--- config.mk ---
export PLATFORM = sky130hd
export DESIGN_NAME = xbs_pin_mux
export DESIGN_NICKNAME = d
export VERILOG_FILES = /design/src/rtl/xbs_pkg.sv /design/src/rtl/xbs_pin_mux.sv
export SDC_FILE = /design/constraint.sdc
export NUM_CORES = 1
export LEC_CHECK = 0
export BUFFER_PORTS_ARGS = -buffer_cell sky130_fd_sc_hd__buf_2
export CAP_MARGIN = 25
export CORE_ASPECT_RATIO = 2
export CORE_UTILIZATION = 45
export CTS_CLUSTER_DIAMETER = 100
export DETAILED_ROUTE_END_ITERATION = 10
export PLACE_DENSITY = 0.85
export SETUP_SLACK_MARGIN = 0.1
export SYNTH_ARGS = -nofsm -noshare
export SYNTH_HDL_FRONTEND = slang
export SYNTH_SLANG_ARGS = --single-unit
--- constraint.sdc ---
create_clock -name clock -period 4.2 [get_ports clock]
set_clock_uncertainty 0.1 [all_clocks]
set_input_delay 0.63 -clock clock [delete_from_list [all_inputs] [get_ports clock]]
set_output_delay 0.63 -clock clock [all_outputs]
set_load 0.01 [all_outputs]
--- src/rtl/xbs_pkg.sv ---
// constants, types and state layout of the external bus pin mux select block
// How it works
// - at reset the serial strap level loads serial mode bit 2; high selects serial port c
// - mode 0 puts uart receive on shared pin 1, uart transmit on shared pin 3
// - mode 0 puts gp line three on shared pin 0, gp line five on pin 2
// - mode 0 disables serial port c; its accesses error when timeout enable is 1
// - mode 1 routes tx clock, rx clock, tx sync, rx sync to pins 0..3
// - mode 1 disables the uart; its accesses error when timeout enable is 1
// - mode 1 offers gp lines three and five on no pin
// - parallel strap high gives 32-bit memory interface and 8-bit muxed host port
// - parallel strap low gives 16-bit host plus parallel gp io, host pins gp io
// - bit 0 reads back the strapped parallel and host mode
// - bit 2 reads back the strapped serial mode
// - clocks of serial port c, uart and memory interface stop when unselected
// - access to a deselected module errors when timeout enable is set
// - select register is 16 bits at 0x6c00; bits 15-4 and 1 read zero
// - first and second serial ports bypass this mux entirely
package xbs_pkg;

	// ------------------------------------------------------------------
	// register map
	// ------------------------------------------------------------------
	localparam int          ADDR_W          = 16;
	localparam int          DATA_W          = 16;
	localparam logic [15:0] BUS_SELECT_ADDR = 16'h6c00;
	localparam logic [15:0] IRQ_STAT_ADDR   = 16'h6c10;
	localparam logic [15:0] IRQ_MASK_ADDR   = 16'h6c12;
	localparam logic [15:0] TIMEOUT_ADDR    = 16'h6c14;

	// ------------------------------------------------------------------
	// field positions
	// ------------------------------------------------------------------
	localparam int PH_MODE_BIT  = 0;
	localparam int SER_MODE_BIT = 2;
	localparam int RSVD_RW_BIT  = 3;
	localparam int TO_EN_BIT    = 0;
	localparam int EV_W         = 4;
	localparam int EV_ERR_SPC   = 0;
	localparam int EV_ERR_UART  = 1;
	localparam int EV_ERR_EXTERNAL_MEMORY_INTERFACE  = 2;
	localparam int EV_MODE_WR   = 3;

	// ------------------------------------------------------------------
	// reset values and encodings
	// ------------------------------------------------------------------
	localparam logic              RST_RSVD_RW  = 1'h0;
	localparam logic              RST_TO_EN    = 1'h0;
	localparam logic [EV_W-1:0]   RST_EVENTS   = 4'h0;
	localparam logic              SER_MODE_UART = 1'h0;
	localparam logic              PH_MODE_EXTERNAL_MEMORY_INTERFACE = 1'h1;
	localparam logic              UART_IDLE    = 1'h1;
	localparam int                PIN_N        = 4;

	// ------------------------------------------------------------------
	// carriers
	// ------------------------------------------------------------------
	typedef struct packed {
		logic o;
		logic oe;
	} xbs_drv_s;

	// one bit per gated peripheral
	typedef struct packed {
		logic external_memory_interface;
		logic uart;
		logic spc;
	} xbs_acc_s;

	typedef struct packed {
		logic external_memory_interface_sel;
		logic host_muxed8;
		logic host_nonmux16;
		logic par_gp_io_en;
		logic host_gp_io_en;
	} xbs_par_s;

	typedef struct packed {
		logic              ph_mode;
		logic              ser_mode;
		logic              rsvd_rw;
		logic              to_en;
		logic [EV_W-1:0]   irq_stat;
		logic [EV_W-1:0]   irq_mask;
		logic              irq;
		logic [DATA_W-1:0] rd_data;
		logic [PIN_N-1:0]  pin_o;
		logic [PIN_N-1:0]  pin_oe;
		logic [PIN_N-1:0]  spc_in;
		logic [1:0]        gp_in;
		logic              uart_rx;
		xbs_acc_s          clk_en;
		xbs_acc_s          bus_err;
		xbs_par_s          par;
	} xbs_state_s;

endpackage

--- src/rtl/xbs_pin_mux.sv ---
// external bus pin mux select: strap latch, select register, pin routing
`timescale 1ns/1ns
`default_nettype none

module xbs_pin_mux
	import xbs_pkg::*;
(
	// clock and reset
	input  wire logic              clock,
	input  wire logic              rst_b,
	// straps
	input  wire logic              parallel_strap_pin,
	input  wire logic              serial_strap_pin,
	// register port
	input  wire logic [ADDR_W-1:0] addr,
	input  wire logic [DATA_W-1:0] wr_data,
	input  wire logic              wr_stb,
	input  wire logic              rd_stb,
	output logic      [DATA_W-1:0] rd_data,
	// interrupt
	output logic                   irq,
	// shared pins 0..3
	input  wire logic [PIN_N-1:0]  shared_pin_in,
	output logic      [PIN_N-1:0]  shared_pin_out,
	output logic      [PIN_N-1:0]  shared_pin_oe,
	// serial port c side: tx clock, rx clock, tx sync, rx sync
	input  wire xbs_drv_s [PIN_N-1:0] spc_drv,
	output logic      [PIN_N-1:0]  spc_in,
	// uart side
	input  wire logic              uart_tx,
	output logic                   uart_rx,
	// gp lines three (bit 0) and five (bit 1)
	input  wire xbs_drv_s [1:0]    gp_drv,
	output logic      [1:0]        gp_in,
	// peripheral access checks and clock gating
	input  wire xbs_acc_s          periph_acc,
	output xbs_acc_s               bus_err,
	output xbs_acc_s               clk_en,
	// parallel and host port configuration
	output xbs_par_s               par_cfg
);

	// ------------------------------------------------------------------
	// helpers
	// ------------------------------------------------------------------
	function automatic logic hit(input logic [ADDR_W-1:0] a, input logic [ADDR_W-1:0] off);
		hit = (a == off);
	endfunction

	function automatic xbs_acc_s selected(input logic ph, input logic ser);
		selected.spc  = (ser != SER_MODE_UART);
		selected.uart = (ser == SER_MODE_UART);
		selected.external_memory_interface = (ph == PH_MODE_EXTERNAL_MEMORY_INTERFACE);
	endfunction

	// ------------------------------------------------------------------
	// state
	// ------------------------------------------------------------------
	xbs_state_s st_q;
	xbs_state_s st_d;

	always_comb begin
		logic [EV_W-1:0] ev;
		xbs_acc_s        sel;
		ev  = '0;
		sel = selected(st_q.ph_mode, st_q.ser_mode);
		st_d = st_q;
		st_d.rd_data = '0;

		// access to a deselected peripheral errors when timeout enable is set
		st_d.bus_err.spc  = periph_acc.spc && !sel.spc && st_q.to_en;
		st_d.bus_err.uart = periph_acc.uart && !sel.uart && st_q.to_en;
		st_d.bus_err.external_memory_interface = periph_acc.external_memory_interface && !sel.external_memory_interface && st_q.to_en;
		ev[EV_ERR_SPC]  = st_d.bus_err.spc;
		ev[EV_ERR_UART] = st_d.bus_err.uart;
		ev[EV_ERR_EXTERNAL_MEMORY_INTERFACE] = st_d.bus_err.external_memory_interface;

		// clocks follow selection
		st_d.clk_en = sel;

		// parallel and host port configuration
		st_d.par.external_memory_interface_sel      = (st_q.ph_mode == PH_MODE_EXTERNAL_MEMORY_INTERFACE);
		st_d.par.host_muxed8   = (st_q.ph_mode == PH_MODE_EXTERNAL_MEMORY_INTERFACE);
		st_d.par.host_nonmux16 = (st_q.ph_mode != PH_MODE_EXTERNAL_MEMORY_INTERFACE);
		st_d.par.par_gp_io_en  = (st_q.ph_mode != PH_MODE_EXTERNAL_MEMORY_INTERFACE);
		st_d.par.host_gp_io_en = (st_q.ph_mode != PH_MODE_EXTERNAL_MEMORY_INTERFACE);

		// serial mux routing; serial port c, or the uart and gp lines, cross this mux, the first and
		// second serial ports keep their own pins and never reach this block
		if (st_q.ser_mode == SER_MODE_UART) begin
			st_d.pin_o[0]  = gp_drv[0].o;
			st_d.pin_oe[0] = gp_drv[0].oe;
			st_d.pin_o[1]  = 1'h0;
			st_d.pin_oe[1] = 1'h0;
			st_d.pin_o[2]  = gp_drv[1].o;
			st_d.pin_oe[2] = gp_drv[1].oe;
			st_d.pin_o[3]  = uart_tx;
			st_d.pin_oe[3] = 1'h1;
			st_d.uart_rx   = shared_pin_in[1];
			st_d.gp_in[0]  = shared_pin_in[0];
			st_d.gp_in[1]  = shared_pin_in[2];
			st_d.spc_in    = '0;
		end else begin
			for (int i = 0; i < PIN_N; i++) begin
				st_d.pin_o[i]  = spc_drv[i].o;
				st_d.pin_oe[i] = spc_drv[i].oe;
			end
			st_d.spc_in  = shared_pin_in;
			st_d.uart_rx = UART_IDLE;
			st_d.gp_in   = '0;
		end

		// register writes
		if (wr_stb) begin
			if (hit(addr, BUS_SELECT_ADDR)) begin
				st_d.rsvd_rw = wr_data[RSVD_RW_BIT];
				// mode bits hold the strapped value; a change attempt is flagged
				ev[EV_MODE_WR] = (wr_data[PH_MODE_BIT] != st_q.ph_mode)
					|| (wr_data[SER_MODE_BIT] != st_q.ser_mode);
			end
			if (hit(addr, IRQ_MASK_ADDR)) begin
				st_d.irq_mask = wr_data[EV_W-1:0];
			end
			if (hit(addr, TIMEOUT_ADDR)) begin
				st_d.to_en = wr_data[TO_EN_BIT];
			end
		end

		// sticky status: write one clears, a new event wins
		st_d.irq_stat = st_q.irq_stat;
		if (wr_stb && hit(addr, IRQ_STAT_ADDR)) begin
			st_d.irq_stat = st_q.irq_stat & ~wr_data[EV_W-1:0];
		end
		st_d.irq_stat = st_d.irq_stat | ev;
		st_d.irq = |(st_d.irq_stat & st_d.irq_mask);

		// register reads, data in the next cycle
		if (rd_stb) begin
			if (hit(addr, BUS_SELECT_ADDR)) begin
				st_d.rd_data[PH_MODE_BIT]  = st_q.ph_mode;
				st_d.rd_data[SER_MODE_BIT] = st_q.ser_mode;
				st_d.rd_data[RSVD_RW_BIT]  = st_q.rsvd_rw;
			end
			if (hit(addr, IRQ_STAT_ADDR)) begin
				st_d.rd_data[EV_W-1:0] = st_q.irq_stat;
			end
			if (hit(addr, IRQ_MASK_ADDR)) begin
				st_d.rd_data[EV_W-1:0] = st_q.irq_mask;
			end
			if (hit(addr, TIMEOUT_ADDR)) begin
				st_d.rd_data[TO_EN_BIT] = st_q.to_en;
			end
		end

		// synchronous reset: straps sampled every reset cycle, then frozen
		if (!rst_b) begin
			st_d          = '0;
			st_d.ph_mode  = parallel_strap_pin;
			st_d.ser_mode = serial_strap_pin;
			st_d.rsvd_rw  = RST_RSVD_RW;
			st_d.to_en    = RST_TO_EN;
			st_d.irq_stat = RST_EVENTS;
			st_d.irq_mask = RST_EVENTS;
			st_d.uart_rx  = UART_IDLE;
		end
	end

	always_ff @(posedge clock) begin
		st_q <= st_d;
	end

	// ------------------------------------------------------------------
	// outputs, all from flops
	// ------------------------------------------------------------------
	assign rd_data        = st_q.rd_data;
	assign irq            = st_q.irq;
	assign shared_pin_out = st_q.pin_o;
	assign shared_pin_oe  = st_q.pin_oe;
	assign spc_in         = st_q.spc_in;
	assign uart_rx        = st_q.uart_rx;
	assign gp_in          = st_q.gp_in;
	assign bus_err        = st_q.bus_err;
	assign clk_en         = st_q.clk_en;
	assign par_cfg        = st_q.par;

endmodule

`default_nettype wire

### Yosys cells after proc, flatten, opt, wreduce, memory -nomap -nowiden

Index checks and enable logic that the tools add are counted.

* bits in registers: 51
* input bits: 58
* output and inout bits: 43
* word-level logic and storage cells: 63

* equality and inequality tests: 6
* muxes and demuxes: 11
* bitwise operators: 7
* reduce and logical (&&, ||, !) cells: 16

Operator list (count)
* $eq A16 B15 Y1 const B: 4
* $mux W4: 5
* $mux W15: 1
* $and A4 B4 Y4: 2
* $reduce_and A2 Y1: 4
* $logic_and A1 B1 Y1: 7
* $mux W1: 4
* $not A4 Y4: 1
* $or A4 B4 Y4: 1
* $reduce_or A4 Y1: 1
* $not A1 Y1: 3
* $logic_not A1 Y1: 2
* $mux W2: 1
* $ne A1 B1 Y1: 2
* $reduce_or A2 Y1: 1
* $logic_or A1 B1 Y1: 1

### Depth between registers and ports, before layout

* depth in word-level cells: 7
* gate-level depth with buffers: 6
* gate-level depth less buffers: 5

### Worst setup path after synthesis

OpenSTA, ideal clock, no wires.

* path type: input-to-reg
* start point: in addr[7]
* end point: reg st_q, in the netlist irq
* library setup time: 125 ps
* data arrival time: 1890 ps
* required time: 3975 ps
* slack: 2085 ps
* stages on the path: 5
* path buffers: 0
* cells stage by stage: nor4_1 nand4_4 o21ai_1 a22oi_1 o41a_1

* longest elaborated chain between the ends: 6
* elaborated cells between the ends (all ways): 12
* those cells by class: eq/ne (3); mux (5); bitwise (2); reduce/logical (2)

RTL lines
* start: declaration: RTL line xbs_pin_mux.sv:15 `input wire logic [ADDR_W-1:0] addr,`
* $eq A16 B15 Y1: RTL line xbs_pin_mux.sv:47 `hit = (a == off);`
* $mux W1 or $logic_and A1 B1 Y1 (tied branches): RTL line xbs_pin_mux.sv:115, xbs_pin_mux.sv:131
* $mux W1 or $mux W4 (tied branches): RTL line xbs_pin_mux.sv:114, xbs_pin_mux.sv:131
* $or A4 B4 Y4: RTL line xbs_pin_mux.sv:134 `st_d.irq_stat = st_d.irq_stat | ev;`
* $and A4 B4 Y4 (*): RTL line xbs_pin_mux.sv:135 `st_d.irq = |(st_d.irq_stat & st_d.irq_mask);`
* $reduce_or A4 Y1 (*): RTL line xbs_pin_mux.sv:135
* end signal: assignment: RTL line xbs_pin_mux.sv:169 `st_q <= st_d;`
* end: declaration: RTL line xbs_pin_mux.sv:59 `xbs_state_s st_q;`

Every way passes the cells marked *; elsewhere a longest branch is shown, timed or not.
A chain may end at the register's enable or synchronous reset.

### Worst setup path after layout

* start point: in addr[15]
* end point: reg st_q, in the netlist irq

The elaborated chain is that of the path after synthesis.

==> results.md <==
* Core ar. at 3840 um^2
* Row count at 32
* Cell taking the most area after synthesis: dfxtp_1
* Min Hold Slack at 379 ps
* Largest net degree at the start of global routing at 25
* Io pins at 101
* Count leader, synth: buf_4
* Leakage power at 0.977 nW
* Syn Inst Count at 191
* CTS buffer count at 5
* Detailed Route Iter0 Violations at 29
* Synthesized cell area at 1800 um^2
* CTS sink count at 39
* Max Cap Violations at 0
* Share of Yosys cell area claimed by the top area cell type at 0.412
* Hold buffers post-CTS at 0
* Final ANT Viol Nets at 0
* Max IR drop VDD at 0.000214 V
* RSZ-0062 raised after global routing: false
* Setup CP Type: in -> reg
* Clk Latency, worst-skew pair at 280 ps
* Number of I/O port buffers at 76
* CTS H-tree depth at 2
* Met2 Use GR at 0.311
* Chip Width at 46.7 um
* Area added between synthesis and finish at 13.1%
* CTS tree: done
* Routed WL per cell at 12.2 um
* Share of total power in the clock network at 0.331
* Fillers at 372
* Starting density of the core at 0.467
* Endpoints failing setup at 0
* DRC at 0
* Hpwl dp at 2.76 mm
* Hold Crit Class: reg -> reg
* Worst Tran Pin Value at 757 ps
* Vias at 1429
* Final hold violations at 0
* Met3 Use GR at 0.0258
* Worst Setup Start Kind: input port
* Req. time, crit path at 4270 ps
* CTS Root Cell: clkbuf_8
* Die height at 91.4 um
* Synthesized area per cell at 9.41 um^2
* Post-synth EDFFs at 2
* Combinational power share at 0.110
* Number of synthesized register bits at 39
* Final Slew Violations at 0
* Relative slew slack at 0.495
* Postcts setup bufs at 0
* Sequential Area at 801 um^2
* Ys async rst share at 0
* Deepest clock path buffer count at 2
* CP arrival at 2210 ps
* Most used DFF post-synth: dfxtp_1
* CP Max Fanout at 7
* Vias in the first global route at 1251
* CTS clk-pin slew, worst paths at 70 ps
* Via-to-Cell Ratio at 4.93
* Multi-input gate area at 687 um^2
* Global Route met1 Usage at 0.170
* Pwr dens at 347 nW/um^2
* Gr usage total at 0.173
* Reg power frac at 0.558
* Total global routing overflow at 0
* Initial antenna violation count at 0
* Switching power at 0.166 mW
* Yosys cell types at 34
* Maximum clock rate at 467 MHz
* Run status: finished clean
* Post-cts resize count at 0
* Share of cells above drive strength 1 at 0.364
* Setup ws final at 2060 ps
* Post-Route Setup TNS at 0 ps
* Pre-CTS setup slack at 1760 ps
* Tmin final at 2140 ps
* Sw Ratio at 0.236
* Syn. warnings at 0
* First-pass GRT wire length at 5.39 mm
* CP Capture Type: flip-flop
* Global route hottest layer: met2
* Tcrit/Tclk final at 0.510
* GPL Wtd Cong at 0.864
* P_int at 0.538 mW
* Most frequent cells after synthesis: buf_4 (41), dfxtp_1 (37), nor2_1 (14)
* First-pass iteration count of the detailed router at 4
* Placement Cell Area at 1950 um^2
* Net count, final at 296
* WL final at 3.53 mm
* Seq/Total Area, Yosys at 0.446
* Top post-synthesis cells by area: dfxtp_1 (41%), buf_4 (17%), mux2i_1 (3.3%), edfxtp_1 (3.3%), and3_1 (3.1%)
* Die ar. at 4260 um^2
* Final instance area at 2030 um^2
* Antenna Cells at 0
==> area by class of cell <==
| cell class | instances | area share |
|---|---|---|
| Clock inverter | 1 | 0.00246 |
| Multi-Input combinational cell | 111 | 0.338 |
| Inverter | 5 | 0.00924 |
| Tap cell | 51 | 0.0314 |
| Sequential cell | 39 | 0.394 |
| Timing Repair Buffer | 76 | 0.187 |
| Clock buffer | 7 | 0.0376 |
==> layout by cell type, fill, tap and decap left out, drive strengths merged <==
master and n:
nand2 3, nor2 14, mux2 3, dfxtp 37
and3 9, nor4 1, inv 5, a21oi 11
buf 76, nand2b 1, or3 1, edfxtp 2
nor2b 2, a21boi 1, o21ai 9, nor4b 1
mux2i 6, and4b 1, nor3b 1, nand3 7
nor3 2, nand3b 2, nand4 8, a22oi 7
conb 12, o41a 1, clkinv 1, o32ai 1
and2 4, xnor2 2, and2b 1, clkbuf 7
==> flip-flops by register name, summed over array words and instances (netlist names) <==
name	cells
spc_in	4
shared_pin_out	4
uart_rx	1
bus_err	3
shared_pin_oe	4
clk_en	2
st_q	12
gp_in	2
rd_data	4
irq	1
par_cfg	2
==> power by group through the flow <==
stage / combinational, mW / clock (mW) / sequential (mW)
floorplan: 0.0661 / 0 / 0.397
global placement: 0.0767 / 0 / 0.402
detailed placement: 0.0781 / 0 / 0.403
CTS: 0.0783 / 0.242 / 0.394
global route: 0.0864 / 0.258 / 0.396
finish: 0.0776 / 0.234 / 0.393
==> routing by layer <==
metal | wire, um | vias up
li1 | - | 704
met1 | 1220 | 643
met2 | 2000 | 72
met3 | 181 | 10
met4 | 131 | 0
met5 | 0 | -
==> per-stage QoR <==
step                total power, mW   util  std cells
global route                  0.740  0.529        290
floorplan                     0.463      -        202
CTS                           0.714  0.529        290
global placement              0.478  0.507        282
detailed placement            0.481  0.507        282
finish                        0.705  0.529        290
==> worst max-delay path: stages <==
cell and delay, ps:
buf_2 110, nor4b_4 490, nand4_4 230, o21ai_1 230
a22oi_1 100, o41a_1 420
==> cells by family (layout without fill, tap and decap cells) <==
family,count (synthesis),in the layout,share of synthesized area
AND/OR/NAND/NOR,58,58,0.195
AO/OA/AOI/OAI,30,30,0.100
buffers and inverters,52,89,0.195
other,1,12,0.00209
XOR/XNOR,2,2,0.00975
multiplexers,9,9,0.0522
flip-flops,39,39,0.446
==> final timing paths <==
check	start	end	slack [ps]	cells past startpoint
worst max-delay path	addr[15]	irq	2060	6
worst min-delay path	st_q[52]	st_q[52]	380	2
worst max register to register	st_q[53]	irq	2360	5
worst min register to register	st_q[52]	st_q[52]	380	2
Note: power is estimated with default switching activity, not from simulation.
